$ cat src/logic/acq_fmt_consts.vh
/*
 acquisition format control constants: setting encodings and reset
 values. assumes inclusion by bare name from design files.
*/
`ifndef ACQ_FMT_CONSTS_VH
`define ACQ_FMT_CONSTS_VH

// setting encodings
`define TYPE_REAL 1'b0
`define TYPE_COMPLEX 1'b1
`define RES_32 1'b0
`define RES_16 1'b1
`define MODE_BLOCK 1'b0
`define MODE_CONT 1'b1

// reset values
`define BLOCK_LEN_RST 16'h0100
`define FMT_CNT_RST 16'h0000
`endif

$ cat src/logic/acq_buf2.v
/*
 two-entry buffer with valid/ready on both sides.
 assumes a single clock and an asynchronous active-low reset.
*/
`timescale 1ns/1ps
module acq_buf2
#(
	parameter WIDTH = 32
)
(
	// clock and reset
	input wire i_ref_clk,
	input wire i_nrst,
	// fill side
	input wire i_in_valid,
	output wire o_in_ready,
	input wire [WIDTH-1:0] i_in_data,
	// drain side
	output wire o_out_valid,
	input wire i_out_ready,
	output wire [WIDTH-1:0] o_out_data
);
	reg [WIDTH-1:0] mem_r [0:1];
	reg wp_r;
	reg rp_r;
	reg [1:0] cnt_r;
	wire push;
	wire pop;

	// honest full and empty from the entry count
	assign o_in_ready = (cnt_r != 2'h2);
	assign o_out_valid = (cnt_r != 2'h0);
	assign o_out_data = mem_r[rp_r];
	assign push = i_in_valid & o_in_ready;
	assign pop = o_out_valid & i_out_ready;

	// storage and pointers
	always @(posedge i_ref_clk or negedge i_nrst)
	begin
		if (!i_nrst)
		begin
			wp_r <= 1'b0;
			rp_r <= 1'b0;
			cnt_r <= 2'h0;
			mem_r[0] <= {WIDTH{1'b0}};
			mem_r[1] <= {WIDTH{1'b0}};
		end
		else
		begin
			if (push)
			begin
				mem_r[wp_r] <= i_in_data;
				wp_r <= ~wp_r;
			end
			if (pop)
				rp_r <= ~rp_r;
			if (push & ~pop)
				cnt_r <= cnt_r + 2'h1;
			else if (pop & ~push)
				cnt_r <= cnt_r - 2'h1;
		end
	end
endmodule // acq_buf2

$ cat src/logic/acq_fmt_ctrl.v
/*
 acquisition format and collection mode control: turns arm/trigger and
 incoming samples into a formatted word stream toward the output fifo.
 assumes samples arrive from logic on i_ref_clk; arm and trigger are pins
 and are synchronised; the fifo reports space through i_fifo_ready.
*/
`timescale 1ns/1ps
`include "acq_fmt_consts.vh"
module acq_fmt_ctrl
#(
	parameter BLEN_W = 16
)
(
	// clock and reset
	input wire i_ref_clk,
	input wire i_nrst,
	// settings, held steady while a measurement runs
	input wire i_type,
	input wire i_res,
	input wire i_mode,
	input wire [BLEN_W-1:0] i_block_len,
	// arm, trigger and overflow clear (pins)
	input wire i_arm,
	input wire i_trig,
	input wire i_ovf_clr,
	// samples from the filter chain
	input wire i_smp_valid,
	input wire [31:0] i_smp_re,
	input wire [31:0] i_smp_im,
	// word stream toward the output fifo
	output wire o_word_valid,
	input wire i_fifo_ready,
	output wire [31:0] o_word,
	output wire o_word_16,
	output wire o_block_end,
	// status
	output wire o_running,
	output wire o_armed,
	output wire o_block_done,
	output wire o_ovf
);
	// collection states, binary coded
	localparam [1:0] S_IDLE = 2'h0;
	localparam [1:0] S_ARMED = 2'h1;
	localparam [1:0] S_RUN = 2'h2;

	reg [1:0] arm_s_r;
	reg [1:0] trig_s_r;
	reg [1:0] clr_s_r;
	reg arm_d_r;
	reg trig_d_r;
	reg [1:0] st_r;
	reg [1:0] st_nxt;
	reg [BLEN_W-1:0] cnt_r;
	reg ovf_r;
	reg done_r;
	reg im_pend_r;
	reg [31:0] im_r;
	reg last_r;
	wire arm_p;
	wire trig_p;
	wire b_in_ready;
	wire b_in_valid;
	wire [33:0] b_in_data;
	wire [33:0] b_out_data;
	wire take;
	wire last_smp;
	wire [31:0] re_fmt;
	wire [31:0] im_fmt;
	wire ovf_evt;

	////////////////////////////////////////////////////////////////////
	// pin synchronisers and edge detect on second stage only
	always @(posedge i_ref_clk or negedge i_nrst)
	begin
		if (!i_nrst)
		begin
			arm_s_r <= 2'h0;
			trig_s_r <= 2'h0;
			clr_s_r <= 2'h0;
			arm_d_r <= 1'b0;
			trig_d_r <= 1'b0;
		end
		else
		begin
			arm_s_r <= {arm_s_r[0], i_arm};
			trig_s_r <= {trig_s_r[0], i_trig};
			clr_s_r <= {clr_s_r[0], i_ovf_clr};
			arm_d_r <= arm_s_r[1];
			trig_d_r <= trig_s_r[1];
		end
	end
	assign arm_p = arm_s_r[1] & ~arm_d_r;
	assign trig_p = trig_s_r[1] & ~trig_d_r;

	////////////////////////////////////////////////////////////////////
	// sample formatting: 16-bit mode keeps the low half, zero-extended
	assign re_fmt = (i_res == `RES_16) ? {16'h0000, i_smp_re[15:0]}
		: i_smp_re;
	assign im_fmt = (i_res == `RES_16) ? {16'h0000, i_smp_im[15:0]}
		: i_smp_im;

	// a sample is taken while running, no imaginary word is pending and
	// the buffer has room; a sample it cannot hold is never counted
	assign take = (st_r == S_RUN) & i_smp_valid & ~im_pend_r & b_in_ready;
	assign last_smp = (cnt_r == i_block_len - {{(BLEN_W-1){1'b0}}, 1'b1});
	// sample lost because the fifo path has no room
	assign ovf_evt = (st_r == S_RUN) & i_smp_valid &
		(~b_in_ready | im_pend_r);

	// buffer input: real word first, then a pending imaginary word
	assign b_in_valid = im_pend_r | take;
	assign b_in_data = im_pend_r ? {last_r, i_res, im_r}
		: {(last_smp & (i_type == `TYPE_REAL)), i_res, re_fmt};

	////////////////////////////////////////////////////////////////////
	// collection state machine
	always @*
	begin
		st_nxt = st_r;
		case (st_r)
		S_IDLE:
			if (arm_p)
				st_nxt = S_ARMED;
		S_ARMED:
			if (trig_p)
				st_nxt = S_RUN;
		S_RUN:
			if (ovf_evt & (i_mode == `MODE_CONT))
				st_nxt = S_IDLE;
			else if (take & last_smp & (i_mode == `MODE_BLOCK))
				st_nxt = S_IDLE;
		default:
			st_nxt = S_IDLE;
		endcase
	end

	// state, block counter and imaginary holding word
	always @(posedge i_ref_clk or negedge i_nrst)
	begin
		if (!i_nrst)
		begin
			st_r <= S_IDLE;
			cnt_r <= {BLEN_W{1'b0}};
			im_pend_r <= 1'b0;
			im_r <= 32'h00000000;
			last_r <= 1'b0;
		end
		else
		begin
			st_r <= st_nxt;
			if (st_r == S_ARMED && trig_p)
				cnt_r <= {BLEN_W{1'b0}};
			else if (take)
				cnt_r <= last_smp ? {BLEN_W{1'b0}}
					: cnt_r + {{(BLEN_W-1){1'b0}}, 1'b1};
			// complex: hold imaginary part until buffer takes it
			if (take & (i_type == `TYPE_COMPLEX))
			begin
				im_pend_r <= 1'b1;
				im_r <= im_fmt;
				last_r <= last_smp;
			end
			else if (im_pend_r & b_in_ready)
				im_pend_r <= 1'b0;
		end
	end

	// sticky flags; a set in the same cycle as a clear wins, so an
	// overflow that races the last synchronised cycle of the host's clear is kept
	always @(posedge i_ref_clk or negedge i_nrst)
	begin
		if (!i_nrst)
		begin
			ovf_r <= 1'b0;
			done_r <= 1'b0;
		end
		else
		begin
			// overflow only counts while running continuously
			if (ovf_evt & (i_mode == `MODE_CONT))
				ovf_r <= 1'b1;
			else if (clr_s_r[1])
				ovf_r <= 1'b0;
			// block done: set by block end, cleared on arm
			if (take & last_smp)
				done_r <= 1'b1;
			else if (arm_p)
				done_r <= 1'b0;
		end
	end

	////////////////////////////////////////////////////////////////////
	// two-entry buffer so a fifo stall drops no word
	acq_buf2 #(.WIDTH(34)) u_buf
	(
		.i_ref_clk(i_ref_clk),
		.i_nrst(i_nrst),
		.i_in_valid(b_in_valid),
		.o_in_ready(b_in_ready),
		.i_in_data(b_in_data),
		.o_out_valid(o_word_valid),
		.i_out_ready(i_fifo_ready),
		.o_out_data(b_out_data)
	);

	// outputs
	assign o_word = b_out_data[31:0];
	assign o_word_16 = b_out_data[32];
	assign o_block_end = b_out_data[33];
	assign o_running = (st_r == S_RUN);
	assign o_armed = (st_r == S_ARMED);
	assign o_block_done = done_r;
	assign o_ovf = ovf_r;
endmodule // acq_fmt_ctrl

$ cat config.mk
export PLATFORM = sky130hd
export DESIGN_NAME = acq_fmt_ctrl
export DESIGN_NICKNAME = d
export VERILOG_FILES = /design/src/logic/acq_buf2.v /design/src/logic/acq_fmt_ctrl.v
export VERILOG_INCLUDE_DIRS = /design/src /design/src/logic
export SDC_FILE = /design/constraint.sdc
export NUM_CORES = 1
export LEC_CHECK = 0
export BUFFER_PORTS_ARGS = -buffer_cell sky130_fd_sc_hd__buf_2
export CAP_MARGIN = 20
export CORE_ASPECT_RATIO = 0.7
export CORE_MARGIN = 4
export CORE_UTILIZATION = 50
export DETAILED_ROUTE_END_ITERATION = 6
export PLACE_DENSITY = 0.77
export SLEW_MARGIN = 10
export SYNTH_ARGS = -nofsm -noshare
export SYNTH_HDL_FRONTEND = slang
export SYNTH_SLANG_ARGS = --single-unit
export TNS_END_PERCENT = 30
$ cat constraint.sdc
create_clock -name i_ref_clk -period 2.3 [get_ports i_ref_clk]
set_input_delay 0.115 -clock i_ref_clk [delete_from_list [all_inputs] [get_ports i_ref_clk]]
set_output_delay 0.115 -clock i_ref_clk [all_outputs]
set_load 0.02 [all_outputs]
==> out/metrics.yaml, run 1 <==
outcome:
  status: "completed"
grt:
  grt_overflow: 0
  grtUsageTotal_pct: 22.8
  first_global_vias: 5570
  grt_pass1_wl_um: 26500
  grt_max_degree: 59
  antenna_found_initial: 0
detailed_routing:
  drc: 0
  wire_per_inst_um: 16.0
  final_antenna_net_count: 0
  drtIter0Drc: 285
  dr.pass1.iters: 5
  post_drt_via_cell_ratio: 5.40
  route.final.wire_length_um: 16300
  num_vias: 5512
final_layout:
  seqCellArea_mm2: 0.00336
  mostFrequentLayoutCells: "nand2_1 (133), dfrtp_1 (132), buf_2 (127)"
  drive_above_1_share_pct: 29.1
  multi_input_area_mm2: 0.00296
  diodes: 0
  fin_nets: 939
  layout_commonest_cell: "nand2_1"
  fin_cells: 1021
  area_delta_synth_final_pct: 32.7
  fill_cells: 932
sta:
  post-route-period-util_pct: 98.1
  setup_tns_ps: 0
  maxSlewHeadroom_pct: 66.2
  drv_slew: 0
  finClkSkew_ps: 9.35
  fmax_mhz: 443
  fin_crit_ps: 2260
  worstMarginPinSlew_ps: 504
  hold_viol_final: 0
  fin_ws_ps: 43.3
  finalSetupViolCount: 0
worst_setup_path:
  crit_type: "primary input to register"
  cp.arrival_ps: 2560
  critPathMaxFanout: 7
  required_ps: 2600
  start_kind: "primary input"
  max_stage_delay_ps: 470
  cp-startpoint: "i_block_len[0]"
  r2r-start: "cnt_r[7]"
  slowest_stage: "or4_4"
  worst-path-buf-inv: 4
  cp_top_family: "simple AND/OR/NAND/NOR gates"
  crit_top_cell: "buf_6"
  crit_path_end_kind: "register"
  crit_chain: "buf_2 > inv_1 > ha_4 > or4b_4 > buf_6 > or4_4 > a21oi_2 > nor3_2 > nor4_4 > buf_6 > a21oi_1 > a211o_1"
pwr:
  switchingPower_uw: 4000
  design_power_total_uw: 10800
  p_leak_uw: 0.00404
  power.internal_uw: 6820
  power.share.switching_pct: 37.0
  pwr-share-clk_pct: 26.0
  combPwrFrac_pct: 37.4
  p_seq_share_pct: 36.6
  p_per_area_mw_per_mm2: 1270
  vdd.ir_drop.worst_v: 0.000733
clock_tree:
  htree_levels: 4
  tritoncts: "built"
  numCtsBuffers: 17
  clock_path_buffers: 2
  worstSkewPairLatency_ps: 410
  cts_root_buf: "clkbuf_16"
  cts.sinks: 134
  clk_pin_slew_ps: 60
logic_synthesis:
  syn_inst: 662
  syn-num-nets: 755
  ys_seq_area_share_pct: 52.4
  ys_types: 54
  syn_area_mm2: 0.00640
  synth_seq_cells: 134
  synth_area_per_cell_um2: 9.67
  synth_warnings: 0
  synth_ff_type: "dfrtp_1"
  synthArstFlopShare_pct: 100
  synth-edff-count: 0
floorplan:
  die_w_um: 143
  ios: 129
  core_mm2: 0.0125
  die_area_mm2: 0.0147
  rows: 34
  die_height_um: 103
  start_util_pct: 51.3
place:
  dp.cells: 949
  dp_hpwl_um: 11000
  place_congestion: 0.955
  port_buffers: 128
  place_ws_ps: -350
min_path:
  hold_class: "primary input to register"
  hp-start: "i_smp_re[7]"
flow_run:
  drv_cap: 0
final timing paths:
path	to	slack [ps]	depth (start not counted)
max in group asynchronous	u_buf.mem_r[48]	1350	3
hold / removal	u_buf.mem_r[41]	10	3
min in group asynchronous	arm_s_r[0]	230	2
hold reg to reg	trig_s_r[1]	350	0
setup / recovery	st_r[1]	40	12
setup reg to reg	st_r[1]	90	8
per-stage QoR:
step           utilization, %  hold slack, ps  instance area, µm²
2_1_floorplan               -            -181                6410
3_3_place_gp             59.5             105                7410
3_5_place_dp             59.5             112                7410
4_1_cts                  67.6            3.10                8420
5_1_grt                  68.1            1.68                8490
6_report                 68.1            12.4                8490
routing by layer:
metal  vias up  share of wire, %  global-route usage, %
li1       2643                 -                      -
met1      2686                45                   30.3
met2       160                48                   37.8
met3        23               5.5                   4.54
met4         0               1.5                   8.25
met5         -                 0                      0
power by group through the flow:
stage / combinational [µW] / sequential [µW] / clock, µW
finish: 4050 / 3960 / 2810
CTS: 4070 / 3960 / 2860
floorplan: 2850 / 3760 / 0
detailed placement: 3990 / 3990 / 0
global route: 4470 / 4090 / 2990
global placement: 3870 / 3910 / 0
final cells by class:
| class | instances | share of cell area, % |
|---|---|---|
| Clock buffer | 22 | 5.58 |
| Clock inverter | 10 | 1.68 |
| Inverter | 8 | 0.354 |
| Multi-Input combinational cell | 484 | 34.8 |
| Sequential cell | 134 | 39.5 |
| Tap cell | 162 | 2.39 |
| Timing Repair Buffer | 201 | 15.7 |
cells by family after synthesis:
logic type	share of synthesized area [%]
adders and majority gates	0.587
DFF	52.4
xor gates and xnor gates	4.52
AOI/OAI and AO/OA	11.3
buffers and inverters	2.76
and+or+nand+nor	19.6
muxes	8.84
worst reg2reg max path: stages, from the launching register on:
cell and delay, ps:
dfrtp_1 440, xor2_2 230, a311oi_2 260, a311o_1 160, nand4b_1 150, nor4_4 350
buf_6 180, a21oi_1 70, a211o_1 270
sequential cells by signal (all words and copies together) (netlist names), 2 cells and up:
register,count
im_r,32
clr_s_r,2
st_r,2
arm_s_r,2
u_buf.cnt_r,2
cnt_r,16
u_buf.mem_r,68
trig_s_r,2
synthesized netlist by cell type (all sizes together), types with 2 or more instances:
master | n | area, µm²
a22oi | 16 | 120
or2 | 2 | 12.5
a22o | 3 | 26.3
nand2b | 2 | 12.5
mux2i | 16 | 160
nand4 | 4 | 25.0
or4 | 3 | 22.5
and3 | 3 | 18.8
a21oi | 41 | 205
buf | 8 | 40.0
clkbuf | 28 | 106
xor2 | 15 | 131
o22ai | 2 | 12.5
xnor2 | 18 | 158
and2 | 2 | 12.5
nand3 | 10 | 50.1
o21ai | 36 | 180
nor4 | 4 | 40.0
nor2b | 5 | 31.3
mux2 | 36 | 405
inv | 8 | 30.0
nand2 | 134 | 503
a21o | 4 | 31.3
or3 | 5 | 31.3
dfrtp | 134 | 3350
and4 | 2 | 17.5
nor3 | 9 | 45.0
nor3b | 3 | 22.5
a31oi | 3 | 18.8
nor2 | 68 | 255
nand3b | 18 | 135
ha | 3 | 37.5
timing repair:
| action | in CTS | in global routing |
|---|---|---|
| gates resized for setup | 2 | 12 |
| hold endpoints to repair | 88 | 0 |
| setup endpoints to repair | 15 | 15 |
| buffers inserted | 2 | 1 |
| gates cloned | 0 | 0 |
| hold buffers | 37 | 0 |
| pin swaps | 1 | 5 |
Power figures use the tool's default switching activity.
==> run 2, diff against run 1 <==
- CORE_UTILIZATION: 50 -> 40
- PLACE_DENSITY: 0.77 -> not set
- SKIP_LAST_GASP: not set -> 1
==> out/metrics.yaml, run 2 (synthesis gave the netlist of run 1 again) <==
outcome:
  status: "complete, but fails checks"
  violations: "negative setup slack"
floorplan:
  core_mm2: 0.0156
  start_util_pct: 41.0
  ios: 129
  rows: 38
  die_height_um: 114
  die_w_um: 159
  die_area_mm2: 0.0181
worst_setup_path:
  crit_path_end_kind: "register"
  worst-path-buf-inv: 2
  max_stage_delay_ps: 420
  slowest_stage: "dfrtp_1"
  start_kind: "register"
  cp.arrival_ps: 2600
  critPathMaxFanout: 5
  crit_type: "register to register"
  crit_chain: "xnor2_2 > or3_4 > a2111oi_4 > o22ai_2 > nor4_4 > buf_4 > buf_6 > a21oi_1 > a211o_1"
  cp_top_family: "compound AO/OA/AOI/OAI gates"
  required_ps: 2600
clock_tree:
  htree_levels: 4
  cts.sinks: 134
  clock_path_buffers: 2
  numCtsBuffers: 17
  tritoncts: "built"
  worstSkewPairLatency_ps: 410
  clk_pin_slew_ps: 60
  cts_root_buf: "clkbuf_16"
pwr:
  combPwrFrac_pct: 38.2
  vdd.ir_drop.worst_v: 0.000802
  p_leak_uw: 0.00407
  power.internal_uw: 6740
  power.share.switching_pct: 37.3
  switchingPower_uw: 4000
  p_seq_share_pct: 36.5
  pwr-share-clk_pct: 25.3
  p_per_area_mw_per_mm2: 1250
sta:
  fmax_mhz: 434
  maxSlewHeadroom_pct: 49.7
  fin_crit_ps: 2310
  rsz0062_at_grt: "true"
  fin_ws_ps: -5.60
  hold_viol_final: 0
  post-route-period-util_pct: 100
  worstMarginPinSlew_ps: 754
  finClkSkew_ps: 6.89
  drv_slew: 0
  finalSetupViolCount: 1
detailed_routing:
  final_antenna_net_count: 0
  wire_per_inst_um: 15.3
  drtIter0Drc: 295
  post_drt_via_cell_ratio: 5.08
  drc: 0
  route.final.wire_length_um: 16300
  num_vias: 5410
  dr.pass1.iters: 4
final_layout:
  fin_nets: 944
  diodes: 0
  area_delta_synth_final_pct: 34.2
  mostFrequentLayoutCells: "nand2_1 (133), dfrtp_1 (132), buf_2 (128)"
  final_area_mm2: 0.00859
  seqCellArea_mm2: 0.00336
  drive_above_1_share_pct: 29.5
  multi_input_area_mm2: 0.00295
  largest_register_ffs: 68
  largest-register: "u_buf.mem_r"
  fill_cells: 1372
  layout_commonest_cell: "nand2_1"
  reg_top3: "u_buf.mem_r x68, im_r x32, cnt_r x16"
grt:
  grt_overflow: 0
  grtUsageTotal_pct: 18.4
  grt_max_degree: 82
  grt_pass1_wl_um: 26900
  antenna_found_initial: 0
  first_global_vias: 5485
flow_run:
  drv_cap: 0
min_path:
  hold_class: "primary input to register"
place:
  place_ws_ps: -423
  dpl_cell_area_mm2: 0.00753
  dp_hpwl_um: 11200
  port_buffers: 128
  place_congestion: 0.860
-- run 2: cell count changes in the layout (fill, tap and decap cells not counted), moves of 2 or more --
cell        previous run  this run
buf_12                 3         6
buf_4                 31        33
clkbuf_1               2         0
clkinvlp_4             1         4
-- run 2: what timing repair did --
item / in CTS / in global routing
pin swaps: 0 / 2
setup endpoints to repair: 15 / 21
endpoints found under the hold margin: 115 / 0
setup buffers: 2 / 1
hold buffers: 37 / 0
resized for setup: 4 / 6
cloned: 1 / 0
-- run 2: power groups by stage --
| stage | combinational, µW | clock [µW] | sequential (µW) |
|---|---|---|---|
| 6_report | 4100 | 2720 | 3930 |
| 5_1_grt | 4580 | 2910 | 4040 |
| 4_1_cts | 4140 | 2780 | 3920 |
| 3_5_place_dp | 4060 | 0 | 3960 |
| 3_3_place_gp | 3980 | 0 | 3900 |
| 2_1_floorplan | 2850 | 0 | 3760 |
-- run 2: worst paths after layout --
kind / start / endpoint / slack (ps) / depth (start not counted)
setup / recovery: cnt_r[13] / st_r[1] / -6 / 9
hold / removal: i_smp_re[7] / u_buf.mem_r[41] / 20 / 3
setup reg to reg: cnt_r[13] / st_r[1] / -6 / 9
hold reg to reg: arm_s_r[0] / arm_s_r[1] / 350 / 0
max in group asynchronous: i_nrst / u_buf.mem_r[17] / 1320 / 3
min in group asynchronous: i_nrst / u_buf.mem_r[7] / 310 / 2
-- run 2: cell type report --
type / count / share of cell area, %
Inverter: 8 / 0.350
Clock inverter: 13 / 1.71
Timing Repair Buffer: 206 / 16.3
Clock buffer: 19 / 5.28
Sequential cell: 134 / 39.1
Tap cell: 200 / 2.91
Multi-Input combinational cell: 484 / 34.3
-- run 2: per-layer routing --
layer / vias up / global-route usage [%] / part of all wire, %
li1: 2660 / - / -
met5: - / 0 / 0
met4: 0 / 5.55 / 1.0
met1: 2605 / 25.1 / 49
met3: 16 / 5.13 / 5.0
met2: 129 / 29.1 / 45
-- run 2: stage by stage --
stage	TNS [ps]	cells	hold WS, ps	total power [µW]	util, %
floorplan	-2610	662	-181	6600	-
global placement	-5940	991	214	7880	48.3
detailed placement	-7200	991	214	8020	48.3
CTS	-395	1063	3.45	10800	54.8
global route	-944	1064	14.6	11500	55.1
finish	-5.60	1064	22.1	10700	55.1
-- run 2: worst reg2reg max path: stages, from the launching register on --
cell and delay (ps):
dfrtp_1 420, xnor2_2 170, or3_4 360, a2111oi_4 310
o22ai_2 140, nor4_4 220, buf_4 180, buf_6 130
a21oi_1 60, a211o_1 220
